$ cat config.mk
export PLATFORM = sky130hd
export DESIGN_NAME = spm_port
export DESIGN_NICKNAME = d
export VERILOG_FILES = /design/src/verilog/spm_pkg.sv /design/src/verilog/spm_port.sv /design/src/verilog/spm_rate_gen.sv
export SDC_FILE = /design/constraint.sdc
export NUM_CORES = 1
export LEC_CHECK = 0
export ABC_AREA = 1
export ABC_CLOCK_PERIOD_IN_PS = 2750
export BUFFER_PORTS_ARGS = -buffer_cell sky130_fd_sc_hd__buf_2
export CAP_MARGIN = 5
export CORE_ASPECT_RATIO = 1.75
export CORE_MARGIN = 2
export CORE_UTILIZATION = 50
export CTS_CLUSTER_DIAMETER = 80
export DETAILED_ROUTE_END_ITERATION = 8
export MAX_ROUTING_LAYER = met4
export PLACE_DENSITY = 0.74
export SYNTH_ARGS = -nofsm -noshare
export SYNTH_HDL_FRONTEND = slang
export SYNTH_SLANG_ARGS = --single-unit
$ cat constraint.sdc
create_clock -name sys_clk -period 2.75 [get_ports sys_clk]
set_input_delay 0.55 -clock sys_clk [delete_from_list [all_inputs] [get_ports sys_clk]]
set_output_delay 0.55 -clock sys_clk [all_outputs]
set_load 0.01 [all_outputs]
$ cat src/verilog/spm_pkg.sv
// Constants, fields and types of the switch port module
package spm_pkg;

  // ************************************************************
  // Register bus and offsets
  // ************************************************************
  localparam int ADDR_W = 8;
  localparam int DATA_W = 32;

  localparam logic [7:0] RESET_SPEED_OFS = 8'h00;
  localparam logic [7:0] PORT_MODE_OFS   = 8'h04;
  localparam logic [7:0] PATH_GATE_OFS   = 8'h08;
  localparam logic [7:0] GAP_CONFIG_OFS  = 8'h0c;
  localparam logic [7:0] GLOBAL_MODE_OFS = 8'h10;
  localparam logic [7:0] PORT_STATUS_OFS = 8'h14;

  // ************************************************************
  // Field positions
  // ************************************************************
  localparam int RST_RX_BIT     = 0;
  localparam int RST_TX_BIT     = 1;
  localparam int RST_QUEUE_BIT  = 2;
  localparam int RST_COPPER_BIT = 3;
  localparam int RST_DEC_BIT    = 4;
  localparam int RST_ENC_BIT    = 5;
  localparam int RST_W          = 6;
  localparam int SPEED_LSB      = 8;
  localparam int DUPLEX_BIT     = 0;
  localparam int WIDE_BIT       = 4;
  localparam int RX_GATE_BIT    = 0;
  localparam int TX_GATE_BIT    = 4;
  localparam int GAP_W          = 5;
  localparam int CFG_SEL_BIT    = 0;
  localparam int ST_KIND_LSB    = 0;
  localparam int ST_SPEED_LSB   = 4;
  localparam int ST_FAST_BIT    = 6;
  localparam int ST_UNSUP_BIT   = 7;
  localparam int ST_MACRO_LSB   = 8;
  localparam int ST_RX_BUSY_BIT = 12;
  localparam int ST_TX_BUSY_BIT = 13;

  // ************************************************************
  // Reset values
  // ************************************************************
  localparam logic [RST_W-1:0] RESET_BITS_RST  = 6'h3f;
  localparam logic [1:0]       SPEED_RST       = 2'h2;
  localparam logic             DUPLEX_RST      = 1'b1;
  localparam logic             WIDE_RST        = 1'b1;
  localparam logic             RX_GATE_RST     = 1'b0;
  localparam logic             TX_GATE_RST     = 1'b0;
  localparam logic [GAP_W-1:0] GAP_RST         = 5'h0c;
  localparam logic             CFG_SEL_RST     = 1'b0;

  // ************************************************************
  // Types
  // ************************************************************
  typedef enum logic [1:0] {
    SPD_10   = 2'b00,
    SPD_100  = 2'b01,
    SPD_1000 = 2'b10
  } spm_speed_t;

  typedef enum logic [1:0] {
    ATT_NONE   = 2'b00,
    ATT_COPPER = 2'b01,
    ATT_SERIAL = 2'b10
  } spm_attach_t;

  localparam int unsigned LAST_COPPER_PORT = 11;
  localparam int unsigned FAST_PORT_LO     = 24;
  localparam int unsigned FAST_PORT_HI     = 25;

  // ************************************************************
  // Timing
  // ************************************************************
  localparam int unsigned SYS_CLK_KHZ = 250000;
  localparam int unsigned PORT_KHZ_10   = 2500;
  localparam int unsigned PORT_KHZ_100  = 25000;
  localparam int unsigned PORT_KHZ_1000 = 125000;
  localparam int unsigned PORT_KHZ_2500 = 312500;

  // Period rounds down, at least one cycle
  function automatic int unsigned cycles_of(input int unsigned khz);
    int unsigned q;
    q = SYS_CLK_KHZ / khz;
    return (q < 1) ? 1 : q;
  endfunction

  localparam int DIV_W = 7;
  localparam logic [DIV_W-1:0] DIV_10   = DIV_W'(cycles_of(PORT_KHZ_10));
  localparam logic [DIV_W-1:0] DIV_100  = DIV_W'(cycles_of(PORT_KHZ_100));
  localparam logic [DIV_W-1:0] DIV_1000 = DIV_W'(cycles_of(PORT_KHZ_1000));
  localparam logic [DIV_W-1:0] DIV_2500 = DIV_W'(cycles_of(PORT_KHZ_2500));

endpackage

$ cat src/verilog/spm_port.sv
// Switch port module: registers, resets, speed, receive and transmit
// Behaviour
// MAC on every port; coding sublayer only on serial ports.
// Global select picks configuration 0 or 1, moving attachment.
// Software addresses ports by port number, not macro index.
// Macros are programmed by their own index, not port number.
// 10/100/1000 full duplex; half duplex only at 10 and 100.
// 2500 full duplex only on ports 24 and 25.
// All resets set after power-up; one write sets or clears all.
// Receiver, transmitter, queue resets; PHY or coder resets by attachment.
// After reconfiguring, software sets then clears the resets.
// Other fields hold the new value in both writes.
// Duplex select bit chooses full or half duplex.
// Wide sampling set at 1G/2.5G, cleared at 10/100.
// Receive gate clear cuts the frame and drops later ones.
// Transmit gate clear holds queued frames; current one completes.
// Configurable gap between transmitted frames.
// Copper ports follow the PHY speed, others the speed field.
// Speed field selects 1G at 125 MHz or 100M at 25 MHz.
// Gigabit on ports 24 and 25 is 1G or 2.5G per transceiver.
// Speed field also offers 10M with a 2.5 MHz port clock.
// A held reset stops its path, which restarts idle on release.
//
// Our own choices: the plain strobed port and the register offsets.
`timescale 1ns/10ps
`default_nettype none
module spm_port #(
  parameter int unsigned PORT_NUM = 20
) (
  input  wire logic                        sys_clk,
  input  wire logic                        reset,
  input  wire logic [spm_pkg::ADDR_W-1:0]  reg_addr,
  input  wire logic [spm_pkg::DATA_W-1:0]  reg_wdata,
  input  wire logic                        reg_wr,
  input  wire logic                        reg_rd,
  output logic [spm_pkg::DATA_W-1:0]       reg_rdata,
  input  wire logic                        link_rx_dv,
  input  wire logic [7:0]                  link_rxd,
  input  wire logic [1:0]                  phy_link_speed,
  input  wire logic                        serial_fast_mode,
  output logic                             link_tx_en,
  output logic [7:0]                       link_txd,
  output logic                             iq_valid,
  output logic [7:0]                       iq_data,
  output logic                             iq_end,
  output logic                             iq_abort,
  input  wire logic                        eq_valid,
  input  wire logic [7:0]                  eq_data,
  input  wire logic                        eq_last,
  output logic                             eq_ready,
  output logic                             copper_transceiver_reset,
  output logic                             decoder_reset,
  output logic                             encoder_reset,
  output logic                             coding_sublayer_enable
);
  import spm_pkg::*;

  // ****************************************
  // Attachment decode
  // ****************************************
  function automatic spm_attach_t attach_kind(input int unsigned port, input logic sel);
    if (port <= LAST_COPPER_PORT)
      return ATT_COPPER;
    else if (port >= 20 && port <= FAST_PORT_HI)
      return ATT_SERIAL;
    else if (sel && ((port >= 12 && port <= 16) || port == 18))
      return ATT_SERIAL;
    else if (!sel && port == 16)
      return ATT_SERIAL;
    else
      return ATT_NONE;
  endfunction

  function automatic logic [3:0] macro_index(input int unsigned port, input logic sel);
    if (port <= LAST_COPPER_PORT)
      return 4'(port);
    else if (sel && port >= 12 && port <= 15)
      return 4'h3;
    else if (port == 16)
      return sel ? 4'h2 : 4'h3;
    else if (sel && port == 18)
      return 4'h2;
    else
      return 4'h0;
  endfunction

  // ****************************************
  // Pin synchronisers
  // ****************************************
  localparam int PIN_W = 12;
  logic [PIN_W-1:0] pin_s1;
  logic [PIN_W-1:0] pin_s2;
  logic [PIN_W-1:0] pin_s3;
  logic [PIN_W-1:0] pin_hold;
  logic             rx_dv_s;
  logic [7:0]       rxd_s;
  logic [1:0]       phy_speed_s;
  logic             fast_s;

  always_ff @(posedge sys_clk)
  begin
    pin_s1 <= {serial_fast_mode, phy_link_speed, link_rx_dv, link_rxd};
    pin_s2 <= pin_s1;
    pin_s3 <= pin_s2;
  end

  // Per bit, so idle noise on data never holds back the valid bit
  always_ff @(posedge sys_clk)
  begin
    if (reset)
      pin_hold <= '0;
    else
      pin_hold <= (pin_s3 & ~(pin_s2 ^ pin_s3)) | (pin_hold & (pin_s2 ^ pin_s3));
  end

  assign rxd_s       = pin_hold[7:0];
  assign rx_dv_s     = pin_hold[8];
  assign phy_speed_s = pin_hold[10:9];
  assign fast_s      = pin_hold[11];

  // ****************************************
  // Registers
  // ****************************************
  logic [RST_W-1:0] rst_bits;
  logic [1:0]       speed_field;
  logic             duplex_select;
  logic             wide_sampling_select;
  logic             receive_gate;
  logic             transmit_gate;
  logic [GAP_W-1:0] transmit_gap_length;
  logic             port_config_select;

  // Both writes of a reset cycle store the speed too
  always_ff @(posedge sys_clk)
  begin
    if (reset)
    begin
      rst_bits    <= RESET_BITS_RST;
      speed_field <= SPEED_RST;
    end
    else if (reg_wr && reg_addr == RESET_SPEED_OFS)
    begin
      rst_bits    <= reg_wdata[RST_W-1:0];
      speed_field <= reg_wdata[SPEED_LSB +: 2];
    end
  end

  always_ff @(posedge sys_clk)
  begin
    if (reset)
    begin
      duplex_select        <= DUPLEX_RST;
      wide_sampling_select <= WIDE_RST;
    end
    else if (reg_wr && reg_addr == PORT_MODE_OFS)
    begin
      duplex_select        <= reg_wdata[DUPLEX_BIT];
      wide_sampling_select <= reg_wdata[WIDE_BIT];
    end
  end

  always_ff @(posedge sys_clk)
  begin
    if (reset)
    begin
      receive_gate  <= RX_GATE_RST;
      transmit_gate <= TX_GATE_RST;
    end
    else if (reg_wr && reg_addr == PATH_GATE_OFS)
    begin
      receive_gate  <= reg_wdata[RX_GATE_BIT];
      transmit_gate <= reg_wdata[TX_GATE_BIT];
    end
  end

  always_ff @(posedge sys_clk)
  begin
    if (reset)
      transmit_gap_length <= GAP_RST;
    else if (reg_wr && reg_addr == GAP_CONFIG_OFS)
      transmit_gap_length <= reg_wdata[GAP_W-1:0];
  end

  always_ff @(posedge sys_clk)
  begin
    if (reset)
      port_config_select <= CFG_SEL_RST;
    else if (reg_wr && reg_addr == GLOBAL_MODE_OFS)
      port_config_select <= reg_wdata[CFG_SEL_BIT];
  end

  // ****************************************
  // Attachment, speed and resets
  // ****************************************
  spm_attach_t kind;
  spm_speed_t  eff_speed;
  logic [3:0]  macro_idx;
  logic        fast_link;
  logic        unsupported;
  logic        rst_rx;
  logic        rst_tx;
  logic        rst_queue;

  // Attachment follows the port number
  assign kind      = attach_kind(PORT_NUM, port_config_select);
  assign macro_idx = macro_index(PORT_NUM, port_config_select);

  // Copper follows the PHY
  assign eff_speed = spm_speed_t'((kind == ATT_COPPER) ? phy_speed_s : speed_field);

  // 2.5G only on the two high ports
  assign fast_link = (PORT_NUM == FAST_PORT_LO || PORT_NUM == FAST_PORT_HI) &&
                     kind == ATT_SERIAL && eff_speed == SPD_1000 && fast_s;

  // No half duplex at gigabit: both paths shut
  assign unsupported = !duplex_select && (eff_speed == SPD_1000 || eff_speed == 2'b11);

  assign rst_rx    = rst_bits[RST_RX_BIT];
  assign rst_tx    = rst_bits[RST_TX_BIT];
  assign rst_queue = rst_bits[RST_QUEUE_BIT];

  // A reset exists only with its block
  always_ff @(posedge sys_clk)
  begin
    if (reset)
    begin
      copper_transceiver_reset <= 1'b0;
      decoder_reset            <= 1'b0;
      encoder_reset            <= 1'b0;
      coding_sublayer_enable   <= 1'b0;
    end
    else
    begin
      copper_transceiver_reset <= (kind == ATT_COPPER) && rst_bits[RST_COPPER_BIT];
      decoder_reset            <= (kind == ATT_SERIAL) && rst_bits[RST_DEC_BIT];
      encoder_reset            <= (kind == ATT_SERIAL) && rst_bits[RST_ENC_BIT];
      coding_sublayer_enable   <= (kind == ATT_SERIAL);
    end
  end

  logic tick;

  spm_rate_gen u_rate_gen (
    .sys_clk (sys_clk),
    .reset   (reset),
    .speed   (eff_speed),
    .fast    (fast_link),
    .tick    (tick)
  );

  // ****************************************
  // Receive path
  // ****************************************
  typedef enum logic [1:0] {
    RX_IDLE = 2'b00,
    RX_RECV = 2'b01,
    RX_DROP = 2'b10
  } spm_rx_state_t;

  spm_rx_state_t rx_state;
  logic          rx_half;
  logic [3:0]    rx_low;
  logic          rx_run;

  assign rx_run = receive_gate && !unsupported;

  always_ff @(posedge sys_clk)
  begin
    if (reset || rst_rx || rst_queue)
    begin
      rx_state <= RX_IDLE;
      rx_half  <= 1'b0;
      rx_low   <= 4'h0;
      iq_valid <= 1'b0;
      iq_data  <= 8'h00;
      iq_end   <= 1'b0;
      iq_abort <= 1'b0;
    end
    else
    begin
      iq_valid <= 1'b0;
      iq_end   <= 1'b0;
      iq_abort <= 1'b0;
      if (tick)
      begin
        case (rx_state)
          RX_IDLE:
          begin
            rx_half <= 1'b0;
            if (rx_dv_s)
              rx_state <= rx_run ? RX_RECV : RX_DROP;
            if (rx_dv_s && rx_run)
            begin
              // Wide: a byte per tick, else low nibble first
              if (wide_sampling_select)
              begin
                iq_data  <= rxd_s;
                iq_valid <= 1'b1;
              end
              else
              begin
                rx_low  <= rxd_s[3:0];
                rx_half <= 1'b1;
              end
            end
          end
          RX_RECV:
          begin
            if (!rx_run)
            begin
              iq_abort <= 1'b1;
              rx_state <= rx_dv_s ? RX_DROP : RX_IDLE;
            end
            else if (!rx_dv_s)
            begin
              iq_end   <= 1'b1;
              rx_state <= RX_IDLE;
            end
            else if (wide_sampling_select)
            begin
              iq_data  <= rxd_s;
              iq_valid <= 1'b1;
            end
            else if (!rx_half)
            begin
              rx_low  <= rxd_s[3:0];
              rx_half <= 1'b1;
            end
            else
            begin
              iq_data  <= {rxd_s[3:0], rx_low};
              iq_valid <= 1'b1;
              rx_half  <= 1'b0;
            end
          end
          RX_DROP:
          begin
            if (!rx_dv_s)
              rx_state <= RX_IDLE;
          end
          default:
            rx_state <= RX_IDLE;
        endcase
      end
    end
  end

  // ****************************************
  // Transmit path
  // ****************************************
  typedef enum logic [1:0] {
    TX_IDLE = 2'b00,
    TX_SEND = 2'b01,
    TX_GAP  = 2'b10
  } spm_tx_state_t;

  spm_tx_state_t    tx_state;
  logic             tx_half;
  logic             tx_last;
  logic [7:0]       tx_byte;
  logic [GAP_W-1:0] gap_cnt;
  logic             byte_end;
  logic             byte_free;
  logic             tx_hold;

  assign tx_hold  = rst_tx || rst_queue;
  assign byte_end = wide_sampling_select || tx_half;

  // Gate is checked only at frame start, so a frame in flight completes
  // Half duplex defers to receive carrier
  always_comb
  begin
    case (tx_state)
      TX_IDLE: byte_free = transmit_gate && !unsupported && (duplex_select || !rx_dv_s);
      TX_SEND: byte_free = byte_end && !tx_last;
      default: byte_free = 1'b0;
    endcase
  end

  assign eq_ready = tick && eq_valid && byte_free && !tx_hold && !reset;

  always_ff @(posedge sys_clk)
  begin
    if (reset || tx_hold)
    begin
      tx_state   <= TX_IDLE;
      tx_half    <= 1'b0;
      tx_last    <= 1'b0;
      tx_byte    <= 8'h00;
      gap_cnt    <= '0;
      link_tx_en <= 1'b0;
      link_txd   <= 8'h00;
    end
    else if (tick)
    begin
      if (eq_ready)
      begin
        tx_state   <= TX_SEND;
        tx_byte    <= eq_data;
        tx_last    <= eq_last;
        tx_half    <= 1'b0;
        link_tx_en <= 1'b1;
        link_txd   <= wide_sampling_select ? eq_data : {4'h0, eq_data[3:0]};
      end
      else
      begin
        case (tx_state)
          TX_SEND:
          begin
            if (!byte_end)
            begin
              link_txd <= {4'h0, tx_byte[7:4]};
              tx_half  <= 1'b1;
            end
            else
            begin
              // Last byte or underrun: close the frame, then the gap
              link_tx_en <= 1'b0;
              link_txd   <= 8'h00;
              gap_cnt    <= transmit_gap_length;
              tx_state   <= TX_GAP;
            end
          end
          TX_GAP:
          begin
            if (gap_cnt <= GAP_W'(1))
              tx_state <= TX_IDLE;
            else
              gap_cnt <= gap_cnt - GAP_W'(1);
          end
          default:
            tx_state <= TX_IDLE;
        endcase
      end
    end
  end

  // ****************************************
  // Read data
  // ****************************************
  always_ff @(posedge sys_clk)
  begin
    if (reset || !reg_rd)
      reg_rdata <= '0;
    else
    begin
      reg_rdata <= '0;
      case (reg_addr)
        RESET_SPEED_OFS:
        begin
          reg_rdata[RST_W-1:0]       <= rst_bits;
          reg_rdata[SPEED_LSB +: 2] <= speed_field;
        end
        PORT_MODE_OFS:
        begin
          reg_rdata[DUPLEX_BIT] <= duplex_select;
          reg_rdata[WIDE_BIT]   <= wide_sampling_select;
        end
        PATH_GATE_OFS:
        begin
          reg_rdata[RX_GATE_BIT] <= receive_gate;
          reg_rdata[TX_GATE_BIT] <= transmit_gate;
        end
        GAP_CONFIG_OFS:  reg_rdata[GAP_W-1:0] <= transmit_gap_length;
        GLOBAL_MODE_OFS: reg_rdata[CFG_SEL_BIT] <= port_config_select;
        PORT_STATUS_OFS:
        begin
          reg_rdata[ST_KIND_LSB +: 2]  <= kind;
          reg_rdata[ST_SPEED_LSB +: 2] <= eff_speed;
          reg_rdata[ST_FAST_BIT]       <= fast_link;
          reg_rdata[ST_UNSUP_BIT]      <= unsupported;
          reg_rdata[ST_MACRO_LSB +: 4] <= macro_idx;
          reg_rdata[ST_RX_BUSY_BIT]    <= (rx_state != RX_IDLE);
          reg_rdata[ST_TX_BUSY_BIT]    <= (tx_state != TX_IDLE);
        end
        default: reg_rdata <= '0;
      endcase
    end
  end

endmodule // spm_port
`default_nettype wire

$ cat src/verilog/spm_rate_gen.sv
// Port clock enable: one-cycle tick at the link rate, but every cycle at 2.5G
`timescale 1ns/10ps
`default_nettype none
module spm_rate_gen (
  input  wire logic               sys_clk,
  input  wire logic               reset,
  input  wire spm_pkg::spm_speed_t speed,
  input  wire logic               fast,
  output logic                    tick
);
  import spm_pkg::*;

  logic [DIV_W-1:0] count;
  logic [DIV_W-1:0] limit;

  always_comb
  begin
    case (speed)
      SPD_10:   limit = DIV_10;
      SPD_100:  limit = DIV_100;
      SPD_1000: limit = fast ? DIV_2500 : DIV_1000;
      default:  limit = DIV_1000;
    endcase
  end

  // No restart on speed change: the counter catches up
  always_ff @(posedge sys_clk)
  begin
    if (reset)
    begin
      count <= '0;
      tick  <= 1'b0;
    end
    else if (count + DIV_W'(1) >= limit)
    begin
      count <= '0;
      tick  <= 1'b1;
    end
    else
    begin
      count <= count + DIV_W'(1);
      tick  <= 1'b0;
    end
  end

endmodule // spm_rate_gen
`default_nettype wire

# [After elaboration in Yosys (flattened, before gate mapping)]
# Cells that the tools add are included.
[totals] ff_bits=153 elab_cells=194 input_bits=66 output_inout_bits=57
[classes] bitwise=11 n_addsub=2 reduce_logical=56 n_mux=62 n_lt_le_gt_ge=2 eq_ne=26
[op_table] cell="$mux 8" count=9
[op_table] cell="$mux 4" count=7
[op_table] cell="$and 12x12->12" count=2
[op_table] cell="$mux 1" count=22
[op_table] cell="$ne 2x2->1 const B" count=11
[op_table] cell="$eq 8x4->1 const B" count=2
[op_table] cell="$eq 8x5->1 const B" count=2
[op_table] cell="$mux 2" count=8
[op_table] cell="$pmux 8 s2" count=1
[op_table] cell="$logic_and 1x1->1" count=15
[op_table] cell="$pmux 7 s2" count=1
[op_table] cell="$not 12->12" count=1
[op_table] cell="$or 12x12->12" count=1
[op_table] cell="$reduce_bool 2->1" count=6
[op_table] cell="$xor 12x12->12" count=1
[op_table] cell="$mux 5" count=2
[op_table] cell="$pmux 1 s5" count=2
[op_table] cell="$pmux 5 s2" count=1
[op_table] cell="$reduce_and 5->1" count=2
[op_table] cell="$ne 3x3->1 const B" count=3
[op_table] cell="$reduce_and 3->1" count=3
[op_table] cell="$eq 2x2->1 const B" count=4
[op_table] cell="$eq 8x3->1 const B" count=1
[op_table] cell="$logic_not 8->1" count=1
[op_table] cell="20 further kinds" count=51

# [Depth between registers and ports, before layout]
[logic_depth] ltp_word=12 depth_mapped=12 ltp_nobuf=12

# [Cells and area by module]
# A second synthesis with hierarchy kept.
[hier_totals] hier_cells=632 hier_area_um2=4799.6
[modules_own_cells] mod="spm_port" area_each_um2=4295.4 cells_each=567 instances=1 seq_area_each_um2=2162.1
[modules_own_cells] mod="spm_rate_gen" area_each_um2=504.2 cells_each=65 instances=1 seq_area_each_um2=160.2

# [Worst setup path before layout]
# OpenSTA, ideal clock, no wires.
[synth_path] path_type="register to register" startpoint="register u_rate_gen.count[0]" endpoint="register u_rate_gen.count[0]" t_arrival_ps=1868 period_less_slack_ps=1938 setup_ps=70 required_time_ps=2680 path_slack_ps=812 path_stages_with_launch=13 path_buffers=0 path_cell_list="dfxtp_1 -> ha_1 -> nand2_1 -> inv_1 -> nand3_1 -> xor2_1 -> inv_1 -> ha_1 -> a21oi_1 -> inv_1 -> a21oi_1 -> nand4_1 -> nor2_1"
[synth_between] elab_chain_len=3
[synth_lines] item="start: declaration" line_no="spm_rate_gen.sv:13" text="logic [DIV_W-1:0] count;"
[synth_lines] item="start signal: assignment" line_no="spm_rate_gen.sv:41" text="count <= count + DIV_W'(1);"
[synth_lines] item="$add 7x1->7 *" line_no="spm_rate_gen.sv:34, spm_rate_gen.sv:41"
[synth_lines] item="$ge 7x7->1" line_no="spm_rate_gen.sv:34" text="else if (count + DIV_W'(1) >= limit)"
[synth_lines] item="$reduce_or 2->1 (no source line)"
# Every way passes the cells marked *; elsewhere a longest branch is shown, timed or not.
# A chain may end at the register's enable or synchronous reset.

# [Worst setup path after layout]
[layout_path] startpoint="register tx_state[1]" endpoint="output eq_ready"
[layout_between] elab_chain_len=5 word_cells_on_any_way=6 classes_between="eq/ne (1); mux (1); reduce/logical (4)"
[layout_lines] item="start: declaration" line_no="spm_port.sv:357" text="spm_tx_state_t tx_state;"
[layout_lines] item="start signal: assignment" line_no="spm_port.sv:386" text="tx_state <= TX_IDLE;"
[layout_lines] item="start signal: assignment" line_no="spm_port.sv:398" text="tx_state <= TX_SEND;"
[layout_lines] item="start signal: assignment" line_no="spm_port.sv:421" text="tx_state <= TX_GAP;"
[layout_lines] item="$eq 2x1->1 or $logic_not 2->1 (tied branches)" line_no="spm_port.sv:373" text="case (tx_state)"
[layout_lines] item="$pmux 1 s2 *" line_no="spm_port.sv:373"
[layout_lines] item="$logic_and 1x1->1 * (3 in a row)" line_no="spm_port.sv:380" text="assign eq_ready = tick && eq_valid && byte_free && !tx_hold && !reset;"
[layout_lines] item="end: declaration" line_no="spm_port.sv:50" text="output logic eq_ready,"
# Marked as above.

==> results.yml <==
placed_design:
  gp_congestion: 0.894
  place_hpwl_um: 7780
  portBuffers: 73
  dp_cells: 801
  place_ws_ps: 513
final_layout:
  drive_above_1_share_pct: 19.3
  syn_to_final_growth_pct: 21.0
  antenna_cells: 0
  fin_nets: 775
  fin_util_pct: 61.6
  final_cells: 833
clock_tree:
  htree_levels: 4
  cts_tree: "built"
  cts_resized: 0
  cts-buffers-inserted: 17
  clockRootBuffer: "clkbuf_16"
  post_cts_buffers: 0
  clk_pin_slew_worst_paths_ps: 60
  clk_latency_ps: 410
  clkSinkCount: 116
  cts_buffer_depth: 2
  hold_buffers: 0
routing:
  ant_nets: 0
  routed_via_density: 4.98
  drt_wl_total_um: 10600
  first_pass_iters: 5
  num_vias: 4150
  drc: 0
  dr.first_iter.drc_count: 202
  wl_per_cell_um: 12.7
sta:
  tightest_slew_ps: 587
  fin_skew_ps: 6.40
  tns_ps: 0
  fmax_mhz: 417
  period_share_pct: 87.1
  hold_viol: 0
  relSlewSlack_pct: 60.6
  setup_violations: 0
  worst_slack_ps: 355
  drv_slew: 0
  rsz0062_at_grt: "false"
  layout_min_cycle_time_ps: 2400
logic_synthesis:
  syn-instance-count: 613
  ys_warn_count: 0
  syn_avg_cell_area_um2: 7.82
  yosysMostFrequentCell: "dfxtp_1"
  post-synth-top-area-cell: "dfxtp_1"
  synth_edf_count: 0
  ys_ff_latch: 116
  async_reset_ff_share_pct: 0
  synth_cell_type_count: 41
  synth_area_leaders: "dfxtp_1, nand2_1, nor2_1"
  synth_seq_area_share_pct: 48.5
  synth-main-ff-cell: "dfxtp_1"
  synthTopCellsByCount: "dfxtp_1, nand2_1, nor2_1, inv_1, o21ai_0"
  synth_top_area_share_pct: 48.5
  synth.cell_area_mm2: 0.00479
floorplanning:
  core-area_mm2: 0.00941
  dieArea_mm2: 0.0104
  pin_count: 123
  die_h_um: 133
  rows: 47
  start_util_pct: 50.9
  die_x_um: 78.0
grt:
  antenna_found_initial: 0
  grtUsageTotal_pct: 22.0
  first_global_vias: 4124
  overflow: 0
  grt_pass1_wl_um: 17600
  grt_start_max_net_pins: 28
critical_path:
  reg2reg_slack_ps: 480
  cp_slowest_stage_delay_ps: 320
  r2r_end: "u_rate_gen.count[0]"
  critPathLaunchType: "register"
  end_kind: "output pin"
  cp_max_fo: 19
  regToRegStartpoint: "u_rate_gen.count[0]"
  cp.required_ps: 2200
  worst_path_max_delay_cell: "dfxtp_1"
  cp_cell_sequence: "inv_1, ha_1, nand2_4, o21ai_4, nand2_8, clkinv_4, buf_2"
  crit_type: "reg -> out"
  r2r_cells: 12
  worstPathArrival_ps: 1850
power:
  powerDensity_mw_per_mm2: 723
  ir_worst_vdd_mv: 0.720
  p_leak_nw: 2.65
outcome:
  outcome: "complete, no violations"
hold_path:
  min_to: "pin_s1[2]"
  min_path_cells: 1
  hp-start: "link_rxd[2]"
  hold_path.class: "in -> reg"
run:
  drv_cap: 0
-- flip-flops by register name, indices dropped and copies added (netlist names), 2 cells and up, named ones only --
name / count
eff_speed: 2
pin_s2: 9
tx_byte: 4
reg_rdata: 11
pin_s3: 9
rst_bits: 6
tx_state: 2
transmit_gap_length: 5
pin_s1: 9
u_rate_gen.count: 7
iq_data: 8
link_txd: 8
rx_state: 2
rx_low: 4
gap_cnt: 5
-- worst max path at each step --
stage                              from                   to  slack [ps]  cells past startpoint
floorplan           u_rate_gen.count[0]  u_rate_gen.count[0]         810                     12
global placement    u_rate_gen.count[0]  u_rate_gen.count[6]         580                     12
detailed placement  u_rate_gen.count[0]  u_rate_gen.count[0]         510                     12
CTS                         tx_state[1]             eq_ready         340                      7
global route                tx_state[0]             eq_ready         240                      9
finish                      tx_state[1]             eq_ready         350                      7
-- worst max-delay path, delay by kind of cell (launching register included) --
kind	cells	cell delay [ps]
buffers and inverters	3	340
flip-flops	1	320
adder cells (fa/ha/maj)	1	280
AND/OR/NAND/NOR	2	250
AO/OA/AOI/OAI	1	240
-- final cells by class --
cell class,instances,area [um^2]
Sequential cell,116,2320
Fill cell,851,3610
Inverter,74,292
Clock inverter,13,149
Timing Repair Buffer,78,403
Tap cell,122,153
Clock buffer,19,453
Multi-Input combinational cell,411,2020
-- routing by layer --
| metal | GRT usage (%) | routed length [um] | vias up |
|---|---|---|---|
| li1 | - | - | 2109 |
| met1 | 20.0 | 3940 | 1919 |
| met2 | 40.7 | 6050 | 97 |
| met3 | 6.03 | 343 | 25 |
| met4 | 11.5 | 253 | 0 |
| met5 | - | 0 | - |
-- where the power goes --
part	switching, mW	internal, mW
logic	0.149	0.0892
registers	0.0398	1.73
clock network	0.791	1.39
-- kinds of logic (layout without fill, tap and decap cells) --
logic type                 Yosys count  in the layout  share of synthesized area (%)
other                                1             22                         0.0783
and+or+nand+nor                    263            263                           24.2
xor gates and xnor gates             3              3                          0.549
AOI/OAI and AO/OA                  112            112                           12.9
DFF                                116            116                           48.5
buffers and inverters              107            184                           10.9
adders and majority gates           11             11                           2.87
-- metrics by stage --
step                      instance area (um^2)  hold WS (ps)  total power, mW
final                                     5800           237             4.19
after global routing                      5800           215             4.36
after CTS                                 5800           221             4.23
after detailed placement                  5190           314             2.04
after global placement                    5190           310             2.03
after floorplan                           4870           310             1.99
-- layout by cell type (no fill, tap or decap), drive strengths merged, types with 3 or more instances in the layout --
master    netlist  layout
a21oi          41      41
a31oi           3       3
buf            27      78
clkbuf          6      19
clkinv          2       7
clkinvlp        0       3
conb            1      22
dfxtp         116     116
ha             11      11
inv            72      75
nand2         105     105
nand3          45      45
nand4           6       6
nor2          102     102
nor3            4       4
o211ai          5       5
o21ai          56      56
o22ai           3       3
No activity file was read; power rests on OpenSTA's default activity.
